## src/pxa_cfg.svh

```systemverilog
// Constants for the port expander address and port configuration block
// What this block does
// - Answer address 110 plus four select bits
// - Redecode the address on every bus transmission
// - Tell data, clock, high or low ties apart
// - Before first transmission use static level only
// - Low select sets pullups 2-3, outputs 0-1
// - High select sets pullups 4-5, outputs 6-7
// - High, data or clock tie means high
// - Map select classes onto address bits A3..A0
// - First read byte returns pin levels latched at the acknowledge
// - Second read byte returns transition flags, zeros
// - Written byte sets all eight ports together
// - Address acknowledge clears flags and releases alert
`ifndef PXA_CFG_SVH
`define PXA_CFG_SVH
`define PXA_ADDR_FIXED 3'h6
`define PXA_BYTE_BITS  4'h8
`define PXA_INIT_WAIT  3'h4
`define PXA_OD_LSB     2
`define PXA_OD_MSB     5
`define PXA_OUT_RST    8'hff
`define PXA_PULL_RST   4'hf
`define PXA_SNAP_RST   4'hf
`define PXA_A_HI_SCL   2'h0
`define PXA_A_HI_SDA   2'h1
`define PXA_A_HI_LOW   2'h2
`define PXA_A_HI_HIGH  2'h3
`define PXA_A_LO_LOW   2'h0
`define PXA_A_LO_HIGH  2'h1
`define PXA_A_LO_SCL   2'h2
`define PXA_A_LO_SDA   2'h3
`endif

```

## src/pxa_pkg.sv

```systemverilog
// Types shared by the port expander address and port configuration block
package pxa_pkg;

  typedef enum logic [1:0] {
    pxa_cls_low,
    pxa_cls_high,
    pxa_cls_scl,
    pxa_cls_sda
  } pxa_cls_t;

  typedef enum logic [2:0] {
    pxa_idle,
    pxa_addr,
    pxa_addr_ack,
    pxa_wr,
    pxa_wr_ack,
    pxa_rd,
    pxa_rd_ack,
    pxa_skip
  } pxa_fsm_t;

  typedef struct packed {
    logic     tx_seen;
    logic     dsda;
    logic     dscl;
    logic     scl_fell;
    logic     sda_rose;
    logic     scl_p;
    logic     sda_p;
    pxa_cls_t cls;
  } pxa_cls_st_t;

  typedef struct packed {
    pxa_fsm_t    fsm;
    logic        scl_m, scl_s, scl_p;
    logic        sda_m, sda_s, sda_p;
    logic        lo_m, lo_s, hi_m, hi_s;
    logic [3:0]  od_m, od_s;
    logic [3:0]  cnt;
    logic [7:0]  sh;
    logic [7:0]  tx;
    logic        rw, mack, pair, wr_done, rd_frame;
    logic [2:0]  init_cnt;
    logic        init_done;
    logic [7:0]  out;
    logic [3:0]  snap, flags, pull, od_oe, od_o;
    logic        alert, sda_oe, sda_o;
    logic [6:0]  addr;
    logic        busy;
  } pxa_st_t;

  typedef struct packed {
    logic [3:0] level;
    logic [3:0] drive;
    logic [3:0] drive_oe;
    logic [3:0] pullup_en;
  } pxa_od_t;

endpackage

```

## src/pxa_sel_class.sv

```systemverilog
// Classifies one four-level address select input
`timescale 1ns/1ps
`include "pxa_cfg.svh"
module pxa_sel_class (
  // Clock and reset
  input  wire logic             clk_sys,
  input  wire logic             rst,
  // Synchronised levels
  input  wire logic             sel,
  input  wire logic             sda,
  input  wire logic             scl,
  // Frame markers
  input  wire logic             frame_start,
  input  wire logic             in_frame,
  // Result
  output pxa_pkg::pxa_cls_t     cls
);
  import pxa_pkg::*;

  pxa_cls_st_t q;
  pxa_cls_st_t n;

  assign cls = q.cls;

  always_comb begin
    logic nd_sda;
    logic nd_scl;
    nd_sda = q.dsda | (sel ^ sda);
    nd_scl = q.dscl | (sel ^ scl);
    n = q;
    n.scl_p = scl;
    n.sda_p = sda;
    if (frame_start) begin
      n.dsda = 1'b0;
      n.dscl = 1'b0;
      n.scl_fell = 1'b0;
      n.sda_rose = 1'b0;
    end else if (in_frame) begin
      n.tx_seen = 1'b1;
      n.dsda = nd_sda;
      n.dscl = nd_scl;
      n.scl_fell = q.scl_fell | (q.scl_p & ~scl);
      n.sda_rose = q.sda_rose | (~q.sda_p & sda);
      // A pin that has tracked a line through its own edges is tied to it
      if (n.scl_fell && !n.dscl) begin
        n.cls = pxa_cls_scl;
      end else if (n.sda_rose && !n.dsda) begin
        n.cls = pxa_cls_sda;
      end else begin
        n.cls = sel ? pxa_cls_high : pxa_cls_low;
      end
    end else if (!q.tx_seen) begin
      n.cls = sel ? pxa_cls_high : pxa_cls_low;
    end
  end

  always_ff @(posedge clk_sys or posedge rst) begin
    if (rst) begin
      q <= '{scl_p: 1'b1, sda_p: 1'b1, cls: pxa_cls_high, default: '0};
    end else begin
      q <= n;
    end
  end

endmodule // pxa_sel_class

```

## src/pxa_top.sv

```systemverilog
// Serial-bus port expander: address decode, port setup, read and write bytes
`timescale 1ns/1ps
`include "pxa_cfg.svh"
module pxa_top (
  // Clock and reset
  input  wire logic       clk_sys,
  input  wire logic       rst,
  // Serial bus pins
  input  wire logic       scl_in,
  input  wire logic       sda_in,
  output logic            sda_out,
  output logic            sda_oe,
  // Address select pins
  input  wire logic       addr_sel_low_in,
  input  wire logic       addr_sel_high_in,
  // Open-drain ports 5..2
  input  wire logic [3:0] open_drain_ports_in,
  output logic      [3:0] open_drain_ports_out,
  output logic      [3:0] open_drain_ports_oe,
  output logic      [3:0] pullup_en,
  // Push-pull outputs
  output logic            pushpull_out_7,
  output logic            pushpull_out_6,
  output logic            pushpull_out_1,
  output logic            pushpull_out_0,
  // Status
  output logic            chg_alert,
  output logic      [6:0] slave_addr,
  output logic            bus_busy
);
  import pxa_pkg::*;

  pxa_st_t  q;
  pxa_st_t  n;
  pxa_cls_t cls_lo;
  pxa_cls_t cls_hi;
  logic     start;
  logic     stop;
  logic     rise;
  logic     fall;
  logic     in_frame;
  logic [3:0] chg;
  logic [6:0] my_addr;
  logic [7:0] dflt;
  logic     g_lo;
  logic     g_hi;

  function automatic logic [1:0] addr_hi_bits(input pxa_cls_t c);
    unique case (c)
      pxa_cls_scl:  addr_hi_bits = `PXA_A_HI_SCL;
      pxa_cls_sda:  addr_hi_bits = `PXA_A_HI_SDA;
      pxa_cls_low:  addr_hi_bits = `PXA_A_HI_LOW;
      pxa_cls_high: addr_hi_bits = `PXA_A_HI_HIGH;
    endcase
  endfunction

  function automatic logic [1:0] addr_lo_bits(input pxa_cls_t c);
    unique case (c)
      pxa_cls_low:  addr_lo_bits = `PXA_A_LO_LOW;
      pxa_cls_high: addr_lo_bits = `PXA_A_LO_HIGH;
      pxa_cls_scl:  addr_lo_bits = `PXA_A_LO_SCL;
      pxa_cls_sda:  addr_lo_bits = `PXA_A_LO_SDA;
    endcase
  endfunction

  // Anything but a low tie counts as a high group
  function automatic logic grp_high(input pxa_cls_t c);
    grp_high = (c != pxa_cls_low);
  endfunction

  // Read-back byte: push-pull 7,6, open-drain 5..2, push-pull 1,0
  function automatic logic [7:0] port_byte(input logic [7:0] o, input logic [3:0] od);
    port_byte = {o[7:6], od, o[1:0]};
  endfunction

  // One classifier for each select pin
  pxa_sel_class u_cls_lo (
    .clk_sys     (clk_sys),
    .rst         (rst),
    .sel         (q.lo_s),
    .sda         (q.sda_s),
    .scl         (q.scl_s),
    .frame_start (start),
    .in_frame    (in_frame),
    .cls         (cls_lo)
  );

  pxa_sel_class u_cls_hi (
    .clk_sys     (clk_sys),
    .rst         (rst),
    .sel         (q.hi_s),
    .sda         (q.sda_s),
    .scl         (q.scl_s),
    .frame_start (start),
    .in_frame    (in_frame),
    .cls         (cls_hi)
  );

  // Bus conditions seen on the synchronised lines
  assign start    = q.scl_s & q.scl_p & q.sda_p & ~q.sda_s;
  assign stop     = q.scl_s & q.scl_p & ~q.sda_p & q.sda_s;
  assign rise     = q.scl_s & ~q.scl_p;
  assign fall     = ~q.scl_s & q.scl_p;
  assign in_frame = (q.fsm != pxa_idle);
  assign chg      = q.od_s ^ q.snap;
  assign g_lo     = grp_high(cls_lo);
  assign g_hi     = grp_high(cls_hi);
  // Address follows the classes of the current transmission
  assign my_addr  = {`PXA_ADDR_FIXED, addr_hi_bits(cls_hi), addr_lo_bits(cls_lo)};
  assign dflt     = {{4{g_hi}}, {4{g_lo}}};

  always_comb begin
    logic clr;
    clr = 1'b0;
    n = q;
    // Two-stage synchronisers for every pin input
    n.scl_m = scl_in;
    n.scl_s = q.scl_m;
    n.scl_p = q.scl_s;
    n.sda_m = sda_in;
    n.sda_s = q.sda_m;
    n.sda_p = q.sda_s;
    n.lo_m  = addr_sel_low_in;
    n.lo_s  = q.lo_m;
    n.hi_m  = addr_sel_high_in;
    n.hi_s  = q.hi_m;
    n.od_m  = open_drain_ports_in;
    n.od_s  = q.od_m;
    n.addr  = my_addr;

    // Pullups track the select classes
    n.pull = {{2{g_hi}}, {2{g_lo}}};

    // Power-up levels are taken once the classifiers have settled
    if (!q.init_done) begin
      n.init_cnt = q.init_cnt + 3'h1;
      if (q.init_cnt == `PXA_INIT_WAIT) begin
        n.init_done = 1'b1;
        n.out = dflt;
      end
    end

    // A start or stop overrides whatever the frame was doing
    if (start) begin
      n.fsm    = pxa_addr;
      n.cnt    = 4'h0;
      n.sda_oe = 1'b0;
    end else if (stop) begin
      n.fsm      = pxa_idle;
      n.sda_oe   = 1'b0;
      n.rd_frame = 1'b0;
    end else begin
      unique case (q.fsm)
        pxa_idle, pxa_skip: begin
        end
        pxa_addr: begin
          // Seven address bits, then the direction bit
          if (rise) begin
            n.sh  = {q.sh[6:0], q.sda_s};
            n.cnt = q.cnt + 4'h1;
          end else if (fall && q.cnt == `PXA_BYTE_BITS) begin
            if (q.sh[7:1] == my_addr) begin
              n.fsm      = pxa_addr_ack;
              n.sda_oe   = 1'b1;
              n.rw       = q.sh[0];
              n.rd_frame = q.rd_frame | q.sh[0];
              n.wr_done  = 1'b0;
              clr        = 1'b1;
            end else begin
              n.fsm = pxa_skip;
            end
          end
        end
        pxa_addr_ack: begin
          if (fall) begin
            n.cnt = 4'h0;
            if (q.rw) begin
              n.fsm    = pxa_rd;
              n.tx     = port_byte(q.out, q.snap);
              n.sda_oe = ~q.out[7];
              n.pair   = 1'b1;
            end else begin
              n.fsm    = pxa_wr;
              n.sda_oe = 1'b0;
            end
          end
        end
        pxa_wr: begin
          if (rise) begin
            n.sh  = {q.sh[6:0], q.sda_s};
            n.cnt = q.cnt + 4'h1;
          end else if (fall && q.cnt == `PXA_BYTE_BITS) begin
            // Only the first data byte drives the ports
            if (!q.wr_done) begin
              n.out       = q.sh;
              n.wr_done   = 1'b1;
              n.init_done = 1'b1;
            end
            n.fsm    = pxa_wr_ack;
            n.sda_oe = 1'b1;
          end
        end
        pxa_wr_ack: begin
          if (fall) begin
            n.fsm    = pxa_wr;
            n.sda_oe = 1'b0;
            n.cnt    = 4'h0;
          end
        end
        pxa_rd: begin
          if (rise) begin
            n.cnt = q.cnt + 4'h1;
          end else if (fall) begin
            if (q.cnt == `PXA_BYTE_BITS) begin
              n.fsm    = pxa_rd_ack;
              n.sda_oe = 1'b0;
            end else begin
              // Next bit goes out just after the clock falls
              n.tx     = {q.tx[6:0], 1'b0};
              n.sda_oe = ~q.tx[6];
            end
          end
        end
        pxa_rd_ack: begin
          // Master acknowledge is taken while the clock is high
          if (rise) begin
            n.mack = ~q.sda_s;
          end else if (fall) begin
            if (q.mack) begin
              n.fsm = pxa_rd;
              n.cnt = 4'h0;
              if (q.pair) begin
                n.tx     = {2'h0, q.flags, 2'h0};
                // Flags byte opens with a zero bit, so the line is pulled low
                n.sda_oe = 1'b1;
                n.pair   = 1'b0;
              end else begin
                // Long read: resample and restart flags for each pair
                clr      = 1'b1;
                n.tx     = port_byte(q.out, q.od_s);
                n.sda_oe = ~q.out[7];
                n.pair   = 1'b1;
              end
            end else begin
              n.fsm = pxa_skip;
            end
          end
        end
      endcase
    end

    // Clearing takes a fresh snapshot; a later change shows against it next cycle
    if (clr) begin
      n.flags = 4'h0;
      n.snap  = q.od_s;
      n.alert = 1'b0;
    end else begin
      n.flags = q.flags | chg;
      // Inside a read the alert is held back until the stop
      if (|chg && !q.rd_frame) begin
        n.alert = 1'b1;
      end
    end
    if (stop && q.rd_frame) begin
      n.alert = q.alert | (|n.flags);
    end

    // A port written low is driven; a high leaves it to the pullup
    n.od_oe = ~n.out[`PXA_OD_MSB:`PXA_OD_LSB];
    n.busy  = (n.fsm != pxa_idle);
  end

  // Bus synchronisers reset to the idle-high level so no false start follows
  always_ff @(posedge clk_sys or posedge rst) begin
    if (rst) begin
      q <= '{fsm:   pxa_idle,
             scl_m: 1'b1, scl_s: 1'b1, scl_p: 1'b1,
             sda_m: 1'b1, sda_s: 1'b1, sda_p: 1'b1,
             out:   `PXA_OUT_RST,
             pull:  `PXA_PULL_RST,
             snap:  `PXA_SNAP_RST,
             default: '0};
    end else begin
      q <= n;
    end
  end

  // Every output comes straight from the state register
  assign sda_out              = q.sda_o;
  assign sda_oe               = q.sda_oe;
  assign open_drain_ports_out = q.od_o;
  assign open_drain_ports_oe  = q.od_oe;
  assign pullup_en            = q.pull;
  assign pushpull_out_7       = q.out[7];
  assign pushpull_out_6       = q.out[6];
  assign pushpull_out_1       = q.out[1];
  assign pushpull_out_0       = q.out[0];
  assign chg_alert            = q.alert;
  assign slave_addr           = q.addr;
  assign bus_busy             = q.busy;

endmodule // pxa_top

```

## config.mk

```make
export PLATFORM = sky130hd
export DESIGN_NAME = pxa_top
export DESIGN_NICKNAME = d
export VERILOG_FILES = /design/src/pxa_pkg.sv /design/src/pxa_sel_class.sv /design/src/pxa_top.sv
export VERILOG_INCLUDE_DIRS = /design/src
export SDC_FILE = /design/constraint.sdc
export NUM_CORES = 1
export LEC_CHECK = 0
export BUFFER_PORTS_ARGS = -buffer_cell sky130_fd_sc_hd__buf_2
export CAP_MARGIN = 20
export CORE_MARGIN = 4
export CORE_UTILIZATION = 45
export DETAILED_ROUTE_END_ITERATION = 6
export PLACE_DENSITY = 0.67
export SETUP_SLACK_MARGIN = 0.2
export SYNTH_ARGS = -nofsm -noshare
export SYNTH_HDL_FRONTEND = slang
export SYNTH_HIERARCHICAL = 1
export SYNTH_SLANG_ARGS = --single-unit
```

## constraint.sdc

```tcl
create_clock -name clk_sys -period 3.2 [get_ports clk_sys]
set_input_delay 0.32 -clock clk_sys [delete_from_list [all_inputs] [get_ports clk_sys]]
set_output_delay 0.32 -clock clk_sys [all_outputs]
set_load 0.05 [all_outputs]
```

==> results_dict.tcl <==
set metrics [dict create \
    hpwl_microns 5710 \
    vias 2941 \
    antenna_found_initial 0 \
    ant_nets 0 \
    ys.flop_type "dfrtp_1" \
    dr.pass1.iters 4 \
    seq_area_frac_synth_pct 53.9 \
    fin_nets 445 \
    max_freq_mhz 452 \
    synth_most_common_cell "dfrtp_1" \
    grt.total_usage_pct 15.2 \
    final_hold_viol_count 0 \
    synth_top_area_share_pct 38.9 \
    grt_max_degree 42 \
    drt_wl_total_microns 8270 \
    wl_per_cell_microns 14.5 \
    slew_headroom_pct 44.7 \
    synth_area_per_cell_sq_um 10.8 \
    timing_worst_setup_path_type "flop to flop" \
    ys_types 61 \
    critPathMaxFanout 19 \
    hp-class "input port to flop" \
    post_cts_buffers 0 \
    slew_violations 0 \
    rows 36 \
    die_y_microns 109 \
    maxCapViolCount 0 \
    synth-edff-count 0 \
    status "completed" \
    setup-tns-final_ps 0 \
    yosys_warnings 6 \
    rsz0062_at_grt "false" \
    ys_async_sr_fraction_pct 100 \
    die-area_sq_mm 0.0118 \
    synth_seq_cells 97 \
    fp.coreArea_sq_mm 0.00982 \
    p_per_area_mw_per_mm2 753 \
    via_per_inst 5.17 \
    initial_core_util_pct 46.5 \
    finalCritPeriodShare_pct 69.2 \
    drt-initial-drc-count 152 \
    endpoint_kind "flop" \
    clk_latency_ps 380 \
    clockRootBuffer "clkbuf_8" \
    fillers 912 \
    numCtsBuffers 9 \
    grt_pass1_vias 2816 \
    min_period_ps 2210 \
    yosys-top-cells-area "dfrtp_1 39%, dfstp_2 15%, buf_4 4.1%, o21ai_0 3.9%, nor2_1 3.0%" \
    area_growth_syn_to_layout_pct 7.07 \
    p_leak_nw 2.08 \
    clock-sinks 97 \
    p_total_w 0.00368 \
    tightest_slew_ps 824 \
    grt_pass1_wl_microns 14000 \
    io_pins 37 \
    crit_arrival_ps 2520 \
    cts_tree "built" \
    routabilityCongestion 0.865 \
    required_ps 3510 \
    h-tree-depth 3 \
    synth_area_leader_cell "dfrtp_1" \
    cts_resized 0 \
    skew_ps 10.9 \
    overflow 0 \
    finalSetupViolCount 0 \
    die_w_microns 109 \
    syn_area_sq_mm 0.00457 \
    cts.clk_slew.worst_paths_ps 100 \
    cts.path.max_buffers 2 \
    cp-start-kind "flop" \
    synth_commonest_cells "71 x dfrtp_1, 36 x nor2_1, 36 x o21ai_0" \
    synth_cells 422 \
    numPortBuffers 30 \
    final_layout_size_suffix_gt1_share_pct 24.1 \
    vdd_drop_max_v 0.000448 \
    drc 0 \
    diodes 0 \
]
per-layer routing:
metal	routed length [microns]	share of wire, %	vias up	global-route usage, %
met4	148	1.8	0	7.12
met2	3870	47	58	22.8
met1	3930	48	1423	21.0
met3	323	3.9	13	3.32
met5	0	0	-	0
li1	-	-	1447	-
worst paths after layout:
path                       startpoint        endpoint  slack [ps]  cells after the start
max                             q[64]           q[34]         990                      7
min                            sda_in           n[81]          40                      1
max reg2reg                     q[64]           q[34]         990                      7
min reg2reg                     n[71]           q[71]         340                      0
max in group asynchronous         rst  pushpull_out_1        1820                      4
min in group asynchronous         rst   u_cls_lo/q[4]         460                      3
area by class of cell:
class	count	area (sq um)	share of cell area (%)
clock inverter	7	101	2.07
inverter	22	83.8	1.71
tap	133	166	3.40
multi-input combinational	265	1760	35.9
clock buffer	9	124	2.53
timing repair buffer	36	198	4.04
sequential	97	2460	50.3
logic make-up (layout without fill, tap and decap cells):
family                   after synthesis  after routing  synth area share (%)
AO/OA/AOI/OAI                        105            105                  15.0
XOR/XNOR                              14             14                  2.68
adder cells (fa/ha/maj)                4              4                  1.10
buffers and inverters                 65             74                  8.08
flip-flops                            97             97                  53.9
multiplexers                          19             19                  4.88
other                                  2              7                 0.164
AND/OR/NAND/NOR                      116            116                  14.2
worst max-delay path, stage by stage (launching register included):
cell and delay (ps):
dfrtp_1 440, inv_1 80, ha_1 130, and3b_1 300, nand2_4 130, nor4_4 710, nor2_1 170, a21o_1 190
state kept, by name (all words and copies together), names as in the netlist:
signal,cells
u_cls_hi/cls,2
sda_oe,1
slave_addr,5
pushpull_out_1,1
bus_busy,1
pushpull_out_0,1
pushpull_out_6,1
pushpull_out_7,1
chg_alert,1
q,51
u_cls_lo/cls,2
u_cls_hi/q,7
pullup_en,2
n,10
u_cls_lo/q,7
open_drain_ports_oe,4
what timing repair did:
| action | in CTS | in global routing |
|---|---|---|
| hold buffers | 1 | 0 |
| setup endpoints to repair | 0 | 0 |
| endpoints found under the hold margin | 12 | 0 |
layout by cell type, fill, tap and decap left out, types with 3 or more instances in the layout:
cell type	count
xor2_1	8
dfstp_2	26
o22ai_1	3
inv_6	3
inv_1	21
mux2i_1	5
a21oi_1	20
clkbuf_8	9
ha_1	4
nor2_1	36
nand2_1	24
a221oi_1	4
conb_1	7
a22o_1	5
or2_2	3
nand3_1	5
nor2b_1	9
a22oi_1	4
buf_2	30
xnor2_1	6
mux2_4	4
a211oi_1	3
o21ai_1	4
buf_4	5
nand3b_1	6
a31oi_1	6
nand2b_1	9
o21ai_0	36
dfrtp_1	71
mux2_2	10
a21o_1	7
through the flow:
step | hold slack (ps) | area, sq um | setup slack (ps) | std cells | util (%)
3_5_place_dp | 332 | 4650 | 989 | 552 | 47.4
5_1_grt | 8.95 | 4890 | 799 | 569 | 49.8
2_1_floorplan | 146 | 4590 | 890 | 427 | -
4_1_cts | 14.5 | 4890 | 976 | 569 | 49.8
6_report | 36.3 | 4890 | 987 | 569 | 49.8
3_3_place_gp | 323 | 4650 | 1070 | 552 | 47.4
power breakdown:
group | internal, W | total (W) | switching (W)
Clock | 0.000448 | 0.000902 | 0.000453
Sequential | 0.00148 | 0.00177 | 0.000289
Combinational | 0.000374 | 0.00101 | 0.000637
Note: power is estimated with default switching activity, not from simulation.
